==> config.mk <==
export PLATFORM = sky130hd
export DESIGN_NAME = serious_fault_response_ctrl
export DESIGN_NICKNAME = d
export VERILOG_FILES = /design/src/hw/serious_fault_response_ctrl.v /design/src/hw/fault_confirm.v
export VERILOG_INCLUDE_DIRS = /design/src /design/src/hw
export SDC_FILE = /design/constraint.sdc
export NUM_CORES = 1
export LEC_CHECK = 0
export ABC_AREA = 1
export BUFFER_PORTS_ARGS = -buffer_cell sky130_fd_sc_hd__buf_2
export CAP_MARGIN = 20
export CORE_MARGIN = 1
export CORE_UTILIZATION = 54
export DETAILED_ROUTE_END_ITERATION = 10
export PLACE_DENSITY = 0.83
export SYNTH_ARGS = -nofsm -noshare
export SYNTH_HDL_FRONTEND = slang
export SYNTH_SLANG_ARGS = --single-unit
==> constraint.sdc <==
create_clock -name clock -period 2.3 [get_ports clock]
set_input_delay 0.345 -clock clock [delete_from_list [all_inputs] [get_ports clock]]
set_output_delay 0.345 -clock clock [all_outputs]
set_load 0.1 [all_outputs]
==> src/hw/serious_fault_defs.vh <==
// register offsets, field positions, reset values and timing counts
`ifndef SERIOUS_FAULT_DEFS_VH
`define SERIOUS_FAULT_DEFS_VH

// register offsets (command codes)
`define PHASE_REMOVAL_OFFSET    8'hBC
`define SERIOUS_FAULT_OFFSET    8'hBD

// reset values
`define PHASE_REMOVAL_RESET     8'h00
`define SERIOUS_FAULT_RESET     8'h00
`define UNMAPPED_READ_VALUE     8'h00

// phase removal fields
`define PHASE4_REMOVE_BIT       3
`define RAIL_DETECT_OFF_BIT     7

// serious fault response fields
`define BUCK_HS_SHORT_BIT       0
`define BOOST_HS_SHORT_BIT      1
`define BUCK_LOW_BUS_GND_BIT    2
`define RESERVED_FAULT_BIT      3
`define BUCK_LS_SHORT_BIT       4
`define BOOST_LS_SHORT_BIT      5
`define BUCK_HIGH_BUS_GND_BIT   6
`define BOOST_HIGH_BUS_GND_BIT  7

// mask of the bits that carry a fault; the reserved bit has none
`define FAULT_KIND_MASK         8'hF7

// switching cycles a suspect must persist before it is confirmed
`define CONFIRM_SWITCH_CYCLES   3
`define CONFIRM_COUNT_WIDTH     2

`endif

==> src/hw/serious_fault_response_ctrl.v <==
// phase removal and serious-fault response control
//
// How it works
// - phase 4 drives while removal bit 3 is 0; bit 3 set removes it.
// - bit 7 of phase removal gates internal rail OV/UV detection; 0 enables.
// - rail OV/UV still stops switching but is never visible in a register.
// - fault response register is one byte, all bits RW, protectable, resets 00h.
// - response bits map to the seven listed fault kinds; bit 3 reserved.
// - faults are recognised from bus voltage monitors and sustained overcurrent.
// - an enabled serious fault halts all phase drives and asserts fail low.
// - a fault is confirmed over a few switching cycles before response.
// - bit 0 at 0: buck high-side short asserts fail, stops, stays latched.
// - restart after latch-off only by toggling chip or switching enable.
// - bit 0 at 1: fail stays released; stop follows related fault settings.
// - bits 1, 2, 4 to 7 make the same choice for their own fault.
`timescale 1ns/1ps
`default_nettype none
`include "serious_fault_defs.vh"

module serious_fault_response_ctrl (
	// clock and reset
	input  wire       clock,
	input  wire       srst,
	// register access from the command decoder
	input  wire [7:0] reg_addr,
	input  wire       reg_write,
	input  wire [7:0] reg_wdata,
	input  wire       write_protect,
	output reg  [7:0] reg_rdata,
	// switching cycle strobe from the modulator
	input  wire       switch_tick,
	// monitor inputs, asynchronous
	input  wire       hs_short_seen,
	input  wire       ls_short_seen,
	input  wire       low_voltage_bus_gnd,
	input  wire       high_voltage_bus_gnd,
	input  wire       sustained_overcurrent,
	input  wire       boost_mode,
	input  wire       internal_rail_pair_fault,
	// related fault responses ask for a stop, asynchronous
	input  wire       related_stop_request,
	// enable pins, asynchronous
	input  wire       chip_enable,
	input  wire       switching_enable,
	// outputs
	output reg  [3:0] phase_drive_outputs,
	output reg        system_fail_out_n,
	output reg        fault_latched
);

	// ---------------------------------------------------------------
	// helper functions
	// ---------------------------------------------------------------
	// command code selects the given register
	function reg_hit;
		input [7:0] addr;
		input [7:0] offset;
		begin
			reg_hit = (addr == offset);
		end
	endfunction

	// hint seen in the matching conversion direction
	function in_mode;
		input hint;
		input want_boost;
		input boost_now;
		begin
			in_mode = hint & (boost_now == want_boost);
		end
	endfunction

	// level was high last cycle and is low now
	function fell_now;
		input was;
		input now_level;
		begin
			fell_now = was & !now_level;
		end
	endfunction

	// ---------------------------------------------------------------
	// input synchronisers
	// ---------------------------------------------------------------
	// bit 0 is spare and stays low
	reg [10:0] sync1_reg;
	reg [10:0] sync2_reg;
	wire [10:0] raw_in;

	assign raw_in = {related_stop_request, internal_rail_pair_fault, boost_mode,
			sustained_overcurrent, high_voltage_bus_gnd, low_voltage_bus_gnd,
			ls_short_seen, hs_short_seen, switching_enable, chip_enable, 1'b0};

	always @(posedge clock) begin
		if (srst) begin
			sync1_reg <= 11'h000;
			sync2_reg <= 11'h000;
		end else begin
			sync1_reg <= raw_in;
			sync2_reg <= sync1_reg;
		end
	end

	wire chip_en_s     = sync2_reg[1];
	wire switch_en_s   = sync2_reg[2];
	wire hs_short_s    = sync2_reg[3];
	wire ls_short_s    = sync2_reg[4];
	wire low_gnd_s     = sync2_reg[5];
	wire high_gnd_s    = sync2_reg[6];
	wire overcurrent_s = sync2_reg[7];
	wire boost_s       = sync2_reg[8];
	wire rail_fault_s  = sync2_reg[9];
	wire related_s     = sync2_reg[10];

	// ---------------------------------------------------------------
	// registers
	// ---------------------------------------------------------------
	reg [7:0] phase_removal_control_reg;
	reg [7:0] serious_fault_response_control_reg;

	// protect blocks both registers; nothing reports a refused write
	wire wr_ok = reg_write && !write_protect;

	always @(posedge clock) begin
		if (srst) begin
			phase_removal_control_reg          <= `PHASE_REMOVAL_RESET;
			serious_fault_response_control_reg <= `SERIOUS_FAULT_RESET;
		end else if (wr_ok) begin
			if (reg_hit(reg_addr, `PHASE_REMOVAL_OFFSET)) begin
				phase_removal_control_reg <= reg_wdata;
			end
			if (reg_hit(reg_addr, `SERIOUS_FAULT_OFFSET)) begin
				// all eight bits stored, reserved one too
				serious_fault_response_control_reg <= reg_wdata;
			end
		end
	end

	// read data; rail detection results are never mixed in
	always @(posedge clock) begin
		if (srst) begin
			reg_rdata <= `UNMAPPED_READ_VALUE;
		end else begin
			case (reg_addr)
				`PHASE_REMOVAL_OFFSET: begin
					reg_rdata <= phase_removal_control_reg;
				end
				`SERIOUS_FAULT_OFFSET: begin
					reg_rdata <= serious_fault_response_control_reg;
				end
				default: begin
					reg_rdata <= `UNMAPPED_READ_VALUE;
				end
			endcase
		end
	end

	// ---------------------------------------------------------------
	// suspect classification from bus monitors and overcurrent
	// ---------------------------------------------------------------
	reg [7:0] suspect;

	always @* begin
		suspect = 8'h00;
		// switch shorts show as sustained overcurrent with a switch hint
		// bit positions follow the response register map
		suspect[`BUCK_HS_SHORT_BIT]      = in_mode(hs_short_s & overcurrent_s, 1'b0, boost_s);
		suspect[`BOOST_HS_SHORT_BIT]     = in_mode(hs_short_s & overcurrent_s, 1'b1, boost_s);
		suspect[`BUCK_LS_SHORT_BIT]      = in_mode(ls_short_s & overcurrent_s, 1'b0, boost_s);
		suspect[`BOOST_LS_SHORT_BIT]     = in_mode(ls_short_s & overcurrent_s, 1'b1, boost_s);
		// bus shorts show on the bus voltage monitors
		suspect[`BUCK_LOW_BUS_GND_BIT]   = in_mode(low_gnd_s, 1'b0, boost_s);
		suspect[`BUCK_HIGH_BUS_GND_BIT]  = in_mode(high_gnd_s, 1'b0, boost_s);
		suspect[`BOOST_HIGH_BUS_GND_BIT] = in_mode(high_gnd_s, 1'b1, boost_s);
		suspect[`RESERVED_FAULT_BIT]     = 1'b0;
	end

	wire [7:0] confirmed;

	fault_confirm u_confirm (
		.clock       (clock),
		.srst        (srst),
		.switch_tick (switch_tick),
		.suspect     (suspect),
		.confirmed   (confirmed)
	);

	// ---------------------------------------------------------------
	// response selection
	// ---------------------------------------------------------------
	// reserved bit never confirms, so its setting is ignored
	// a 0 in the response bit means latch off and assert fail
	wire [7:0] latching   = confirmed & ~serious_fault_response_control_reg
			& `FAULT_KIND_MASK;
	wire [7:0] deferring  = confirmed & serious_fault_response_control_reg
			& `FAULT_KIND_MASK;
	wire latch_event      = |latching;
	// deferred fault stops only if the related fault response asks
	wire deferred_stop    = (|deferring) & related_s;

	// ---------------------------------------------------------------
	// restart by enable toggle
	// ---------------------------------------------------------------
	reg chip_en_d_reg;
	reg switch_en_d_reg;

	always @(posedge clock) begin
		if (srst) begin
			chip_en_d_reg   <= 1'b0;
			switch_en_d_reg <= 1'b0;
		end else begin
			chip_en_d_reg   <= chip_en_s;
			switch_en_d_reg <= switch_en_s;
		end
	end

	// dropping either enable clears the latch; rising again restarts
	// both enables must be high again before switching resumes
	wire chip_en_fell   = fell_now(chip_en_d_reg, chip_en_s);
	wire switch_en_fell = fell_now(switch_en_d_reg, switch_en_s);
	wire enable_drop    = chip_en_fell | switch_en_fell;

	// ---------------------------------------------------------------
	// latch state machine
	// ---------------------------------------------------------------
	// run: converting; latched: off with fail low; rearm: waiting for enables
	localparam [1:0] ST_RUN     = 2'b00;
	localparam [1:0] ST_LATCHED = 2'b01;
	localparam [1:0] ST_REARM   = 2'b10;

	reg [1:0] state_reg;
	reg [1:0] state_next;

	always @* begin
		state_next = state_reg;
		case (state_reg)
			ST_RUN: begin
				if (latch_event) begin
					state_next = ST_LATCHED;
				end
			end
			ST_LATCHED: begin
				// a new latch event in the same cycle keeps the latch
				if (enable_drop && !latch_event) begin
					state_next = ST_REARM;
				end
			end
			ST_REARM: begin
				if (latch_event) begin
					state_next = ST_LATCHED;
				end else if (chip_en_s && switch_en_s) begin
					state_next = ST_RUN;
				end
			end
			default: begin
				state_next = ST_LATCHED;
			end
		endcase
	end

	always @(posedge clock) begin
		if (srst) begin
			state_reg <= ST_RUN;
		end else begin
			state_reg <= state_next;
		end
	end

	wire latched_next = (state_next == ST_LATCHED);

	// ---------------------------------------------------------------
	// rail OV/UV gating
	// ---------------------------------------------------------------
	// acts on switching only; deliberately not readable
	// rail results never reach the status path
	wire rail_stop = rail_fault_s
			& !phase_removal_control_reg[`RAIL_DETECT_OFF_BIT];

	// ---------------------------------------------------------------
	// outputs
	// ---------------------------------------------------------------
	// outputs registered so pins never glitch
	wire run_ok = chip_en_s & switch_en_s & (state_next == ST_RUN)
			& !deferred_stop & !rail_stop;

	always @(posedge clock) begin
		if (srst) begin
			phase_drive_outputs <= 4'h0;
			system_fail_out_n   <= 1'b1;
			fault_latched       <= 1'b0;
		end else begin
			// phases 1 to 3 follow run_ok only; no removal bit gates them
			phase_drive_outputs[2:0] <= {3{run_ok}};
			phase_drive_outputs[3]   <= run_ok
					& !phase_removal_control_reg[`PHASE4_REMOVE_BIT];
			system_fail_out_n   <= !latched_next;
			fault_latched       <= latched_next;
		end
	end

endmodule // serious_fault_response_ctrl
`default_nettype wire

==> src/hw/fault_confirm.v <==
// per-fault confirmation over consecutive switching cycles
`timescale 1ns/1ps
`default_nettype none
`include "serious_fault_defs.vh"

module fault_confirm (
	// clock and reset
	input  wire       clock,
	input  wire       srst,
	// switching cycle strobe
	input  wire       switch_tick,
	// synchronised suspect levels, one per fault kind
	input  wire [7:0] suspect,
	// confirmed faults, level
	output wire [7:0] confirmed
);

	// ---------------------------------------------------------------
	// counters
	// ---------------------------------------------------------------
	genvar i;
	generate
		for (i = 0; i < 8; i = i + 1) begin : g_kind
			reg [`CONFIRM_COUNT_WIDTH-1:0] count_reg;
			reg                            hit_reg;

			always @(posedge clock) begin
				if (srst) begin
					count_reg <= {`CONFIRM_COUNT_WIDTH{1'b0}};
					hit_reg   <= 1'b0;
				end else if (!suspect[i]) begin
					// suspect vanished before confirmation: start over
					count_reg <= {`CONFIRM_COUNT_WIDTH{1'b0}};
					hit_reg   <= 1'b0;
				end else if (switch_tick && !hit_reg) begin
					if (count_reg == `CONFIRM_SWITCH_CYCLES - 1) begin
						hit_reg <= 1'b1;
					end else begin
						count_reg <= count_reg + 1'b1;
					end
				end
			end

			wire [7:0] kind_mask = `FAULT_KIND_MASK;

			assign confirmed[i] = hit_reg & kind_mask[i];
		end
	endgenerate

endmodule // fault_confirm
`default_nettype wire

# Word-level counts from Yosys, hierarchy flattened

Index checks and enable logic that the tools add are counted.
Widths: inputs -> output; s select.

Register bits after elaboration: 77
Input bits: 31
Output and inout port bits: 14
Logic and storage cells: 141

$add $sub $neg: 7
Eq/ne operators: 12
Mux-type cells: 6
Bitwise logic cells: 37
Reduce and logical (&&, ||, !) cells: 53

Operators with widths:

| operator            | count |
|---|---|
| $reduce_and 2->1    | 16 |
| $and 1x1->1         | 18 |
| $and 8x8->8         | 2 |
| $eq 2x2->1 const B  | 8 |
| $eq 8x8->1 const B  | 2 |
| $logic_not 1->1     | 16 |
| $pmux 8 s2          | 1 |
| $not 1->1           | 15 |
| $add 2x1->2 const B | 7 |
| $reduce_or 2->1     | 7 |
| $reduce_or 7->1     | 2 |
| $logic_and 1x1->1   | 10 |
| $mux 2              | 4 |
| $not 8->8           | 1 |
| $pmux 2 s3          | 1 |
| $eq 2x1->1 const B  | 2 |
| $logic_not 2->1     | 2 |
| $or 1x1->1          | 1 |

# Depth between registers and ports, before layout

Depth in word-level cells: 12
Mapped depth: 8
Mapped depth without buffers: 8

# By module

From an unflattened synthesis, not the netlist that was laid out.

Cells, all modules: 429
Area, all modules: 3126.7 um^2

By module, submodules not included:

| module                      | instances | cells an instance | area each (um^2) | seq. area each (um^2) |
|---|---|---|---|---|
| serious_fault_response_ctrl | 1         | 263               | 2018.2           | 1041.0 |
| fault_confirm               | 1         | 166               | 1108.6           | 420.4 |

# Worst setup path before layout

OpenSTA, ideal clock, no wires.

Path kind: flip-flop to output port
Start point: register, netlist name phase_drive_outputs[2]
End point: output port phase_drive_outputs[1]
Arrival time: 1374 ps
Required time: 1955 ps
Path slack: 581 ps
Cell stages (with the launch flop): 2
Buffers on the path: 1
Cells stage by stage: dfxtp_1 > buf_4

RTL lines:

| what             | RTL line                         | RTL |
|---|---|---|
| end: declaration | serious_fault_response_ctrl.v:46 | `output reg [3:0] phase_drive_outputs,` |

# Final worst setup path

Start point: register phase_drive_outputs[2]
End point: output port phase_drive_outputs[2]

RTL lines:

| what                     | RTL line                          | RTL |
|---|---|---|
| start signal: assignment | serious_fault_response_ctrl.v:293 | `phase_drive_outputs[2:0] <= {3{run_ok}};` |

No word-level cell between the ends.

==> results.toml <==
[outcome]
outcome = "completed"

[grt]
grtUsageMet2 = 0.323
grt_max_degree = 26
gr-usage-all-layers = 0.190
grtUsageMet1 = 0.217
grt_pass1_wl_mm = 7.82
grt_pass1_vias = 1909
antenna_found_initial = 0
use_met3 = 0.0402
top_usage_layer = "met2"
overflow = 0

[synth]
synth_warnings = 0
ys_ff_latch = 73
synthArstFlopShare = 0
synth_nets = 420
ys_seq_area_frac = 0.513
synth_flop_cell = "dfxtp_1"
synth_common_cells = "nand2_1 (87), nor2_1 (76), dfxtp_1 (73)"
synth_cells = 382
synth_most_common_cell = "nand2_1"
synth_area_per_cell_um2 = 7.45
synth-edff-count = 0
yosysTopAreaCellShare = 0.513
synth_top_cell_by_area = "dfxtp_1"
ys_top_cells_by_area = "dfxtp_1 (51%), nand2_1 (11%), nor2_1 (10%)"
yosysUniqueCellTypes = 25
syn_area_um2 = 2850

[sta]
post-route-min-period_ps = 1460
whs_ps = 195
fin_setup_tns_ps = 0
fin_crit_sh = 0.636
setup_viol = 0
slew_headroom = 0.670
clock.fmax_mhz = 684
tightest_slew_ps = 494
fin_skew_ps = 9.91
final_hold_viol_count = 0
maxSlewViolCount = 0
rsz0062_at_grt = "no"

[drt]
routedWlPerCell_um = 9.92
routed_wirelength_mm = 4.97
firstDrtPassIters = 5
drtIter0Drc = 133
vias_per_cell = 4.65
drc_errors = 0
antenna_left = 0
vias = 2330

[worst_hold_path]
hold_path.class = "input pin to flop"

[cts]
cts.htree.levels = 3
cts_sinks = 73
ctsHoldBuffers = 0
clk_latency_ps = 350
cts_tree = "done"
cts_root_buf = "clkbuf_8"
clk_pin_slew_ps = 80
cts_made_buffers = 9
cts_max_path_buffers = 2
post-cts-setup-buffers = 0
cts_resized = 0

[worst_setup_path]
cp_slowest_cell = "buf_2"
crit_path_end_kind = "output pin"
critPathBufInv = 1
required_ps = 1960
crit_type = "flop to output pin"
timing.critical_path.slowest_cell_delay_ps = 430
r2r_slack_ps = 920
crit_chain = "buf_2"
worstPathMaxFanout = 3
start_kind = "flop"
path_delay_family = "buffers and inverters"
arrival_ps = 1120

[flow_run]
drv_cap = 0

[place]
gp_congestion = 0.762
dpl_cell_area_um2 = 3100
portBuffers = 44
dp_cells = 485
dpl.hpwl_mm = 3.53

[layout]
diodes = 0
drive_gt1_frac = 0.158
largest_reg_flops = 14
final_nets = 464
register_area_um2 = 1460
final_cells = 501
area_growth_syn_to_layout_pct = 16.4
fill_cells = 439
final_cell_area_um2 = 3320
multiInputGateArea_um2 = 1090

[pwr]
pwr-share-clk = 0.442
p_int_mw = 1.93
cellPowerDensity_nw_per_um2 = 745
p_sw_frac = 0.218
p_switching_uw = 539
combPwrFrac = 0.037
pwr-share-seq = 0.521
ir_drop_v = 0.000603
p_total_mw = 2.47
p_leak_nw = 1.56

[floorplan]
die_h_um = 74.6
fp.dieArea_um2 = 5570
die_w_um = 74.6
placementRows = 26
core_area_um2 = 5110
start_util = 0.558
ios = 45
[layer usage]
layer | up-vias | share of wire
met5 | - | 0
met4 | 0 | 0.024
met3 | 10 | 0.044
met2 | 56 | 0.47
met1 | 1023 | 0.46
li1 | 1241 | -
[cell usage in the layout (no fill, tap or decap), types with 2 or more instances in the layout]
cell type	instances
or3_4	2
or2_0	2
clkinvlp_4	3
o21ai_1	4
and2_1	4
or3_1	3
clkbuf_8	9
o21ai_0	5
bufinv_16	2
dfxtp_1	73
nand3_1	4
buf_2	44
inv_1	59
nor3_1	6
nand2_1	87
nand3_2	2
a21oi_1	28
o21bai_1	3
nor2_1	76
ha_1	7
[worst paths after layout]
| kind | start | to | cells past startpoint |
|---|---|---|---|
| min reg2reg | sync1_reg[1]$_SDFF_PP0_ | sync2_reg[1]$_SDFF_PP0_ | 2 |
| max reg2reg | u_confirm.g_kind[1].count_reg[0]$_SDFFE_PP0P_ | u_confirm.g_kind[1].count_reg[1]$_SDFFE_PP0P_ | 6 |
| max | phase_drive_outputs[2]$_SDFF_PP0_ | phase_drive_outputs[2] | 1 |
| min | high_voltage_bus_gnd | sync1_reg[6]$_SDFF_PP0_ | 3 |
[cell families (layout without fill, tap and decap cells)]
logic type                 Yosys count  in the layout  synth area share
and+or+nand+nor                    190            190             0.280
DFF                                 73             73             0.513
buffers and inverters               72            121             0.103
AOI/OAI and AO/OA                   40             40            0.0729
adders and majority gates            7              7            0.0308
[final cells by class]
type	count	area share
clock buffer	10	0.0385
clock inverter	6	0.0275
inverter	60	0.0687
multi-input combinational	237	0.329
sequential	73	0.441
tap	70	0.0264
timing repair buffer	45	0.0687
[metrics by stage]
stage                     setup slack [ps]  utilization
after floorplan                        581            -
after global placement                 893        0.606
after detailed placement               855        0.606
after CTS                              824        0.649
after global routing                   776        0.649
final                                  838        0.649
[power by group through the flow]
stage / Clock, mW / Combinational, mW / Sequential, mW
2_1_floorplan: 0 / 0.0550 / 1.32
3_3_place_gp: 0 / 0.0903 / 1.32
3_5_place_dp: 0 / 0.0928 / 1.32
4_1_cts: 1.11 / 0.0936 / 1.29
5_1_grt: 1.16 / 0.105 / 1.29
6_report: 1.09 / 0.0926 / 1.29
No activity file was read; power rests on OpenSTA's default activity.
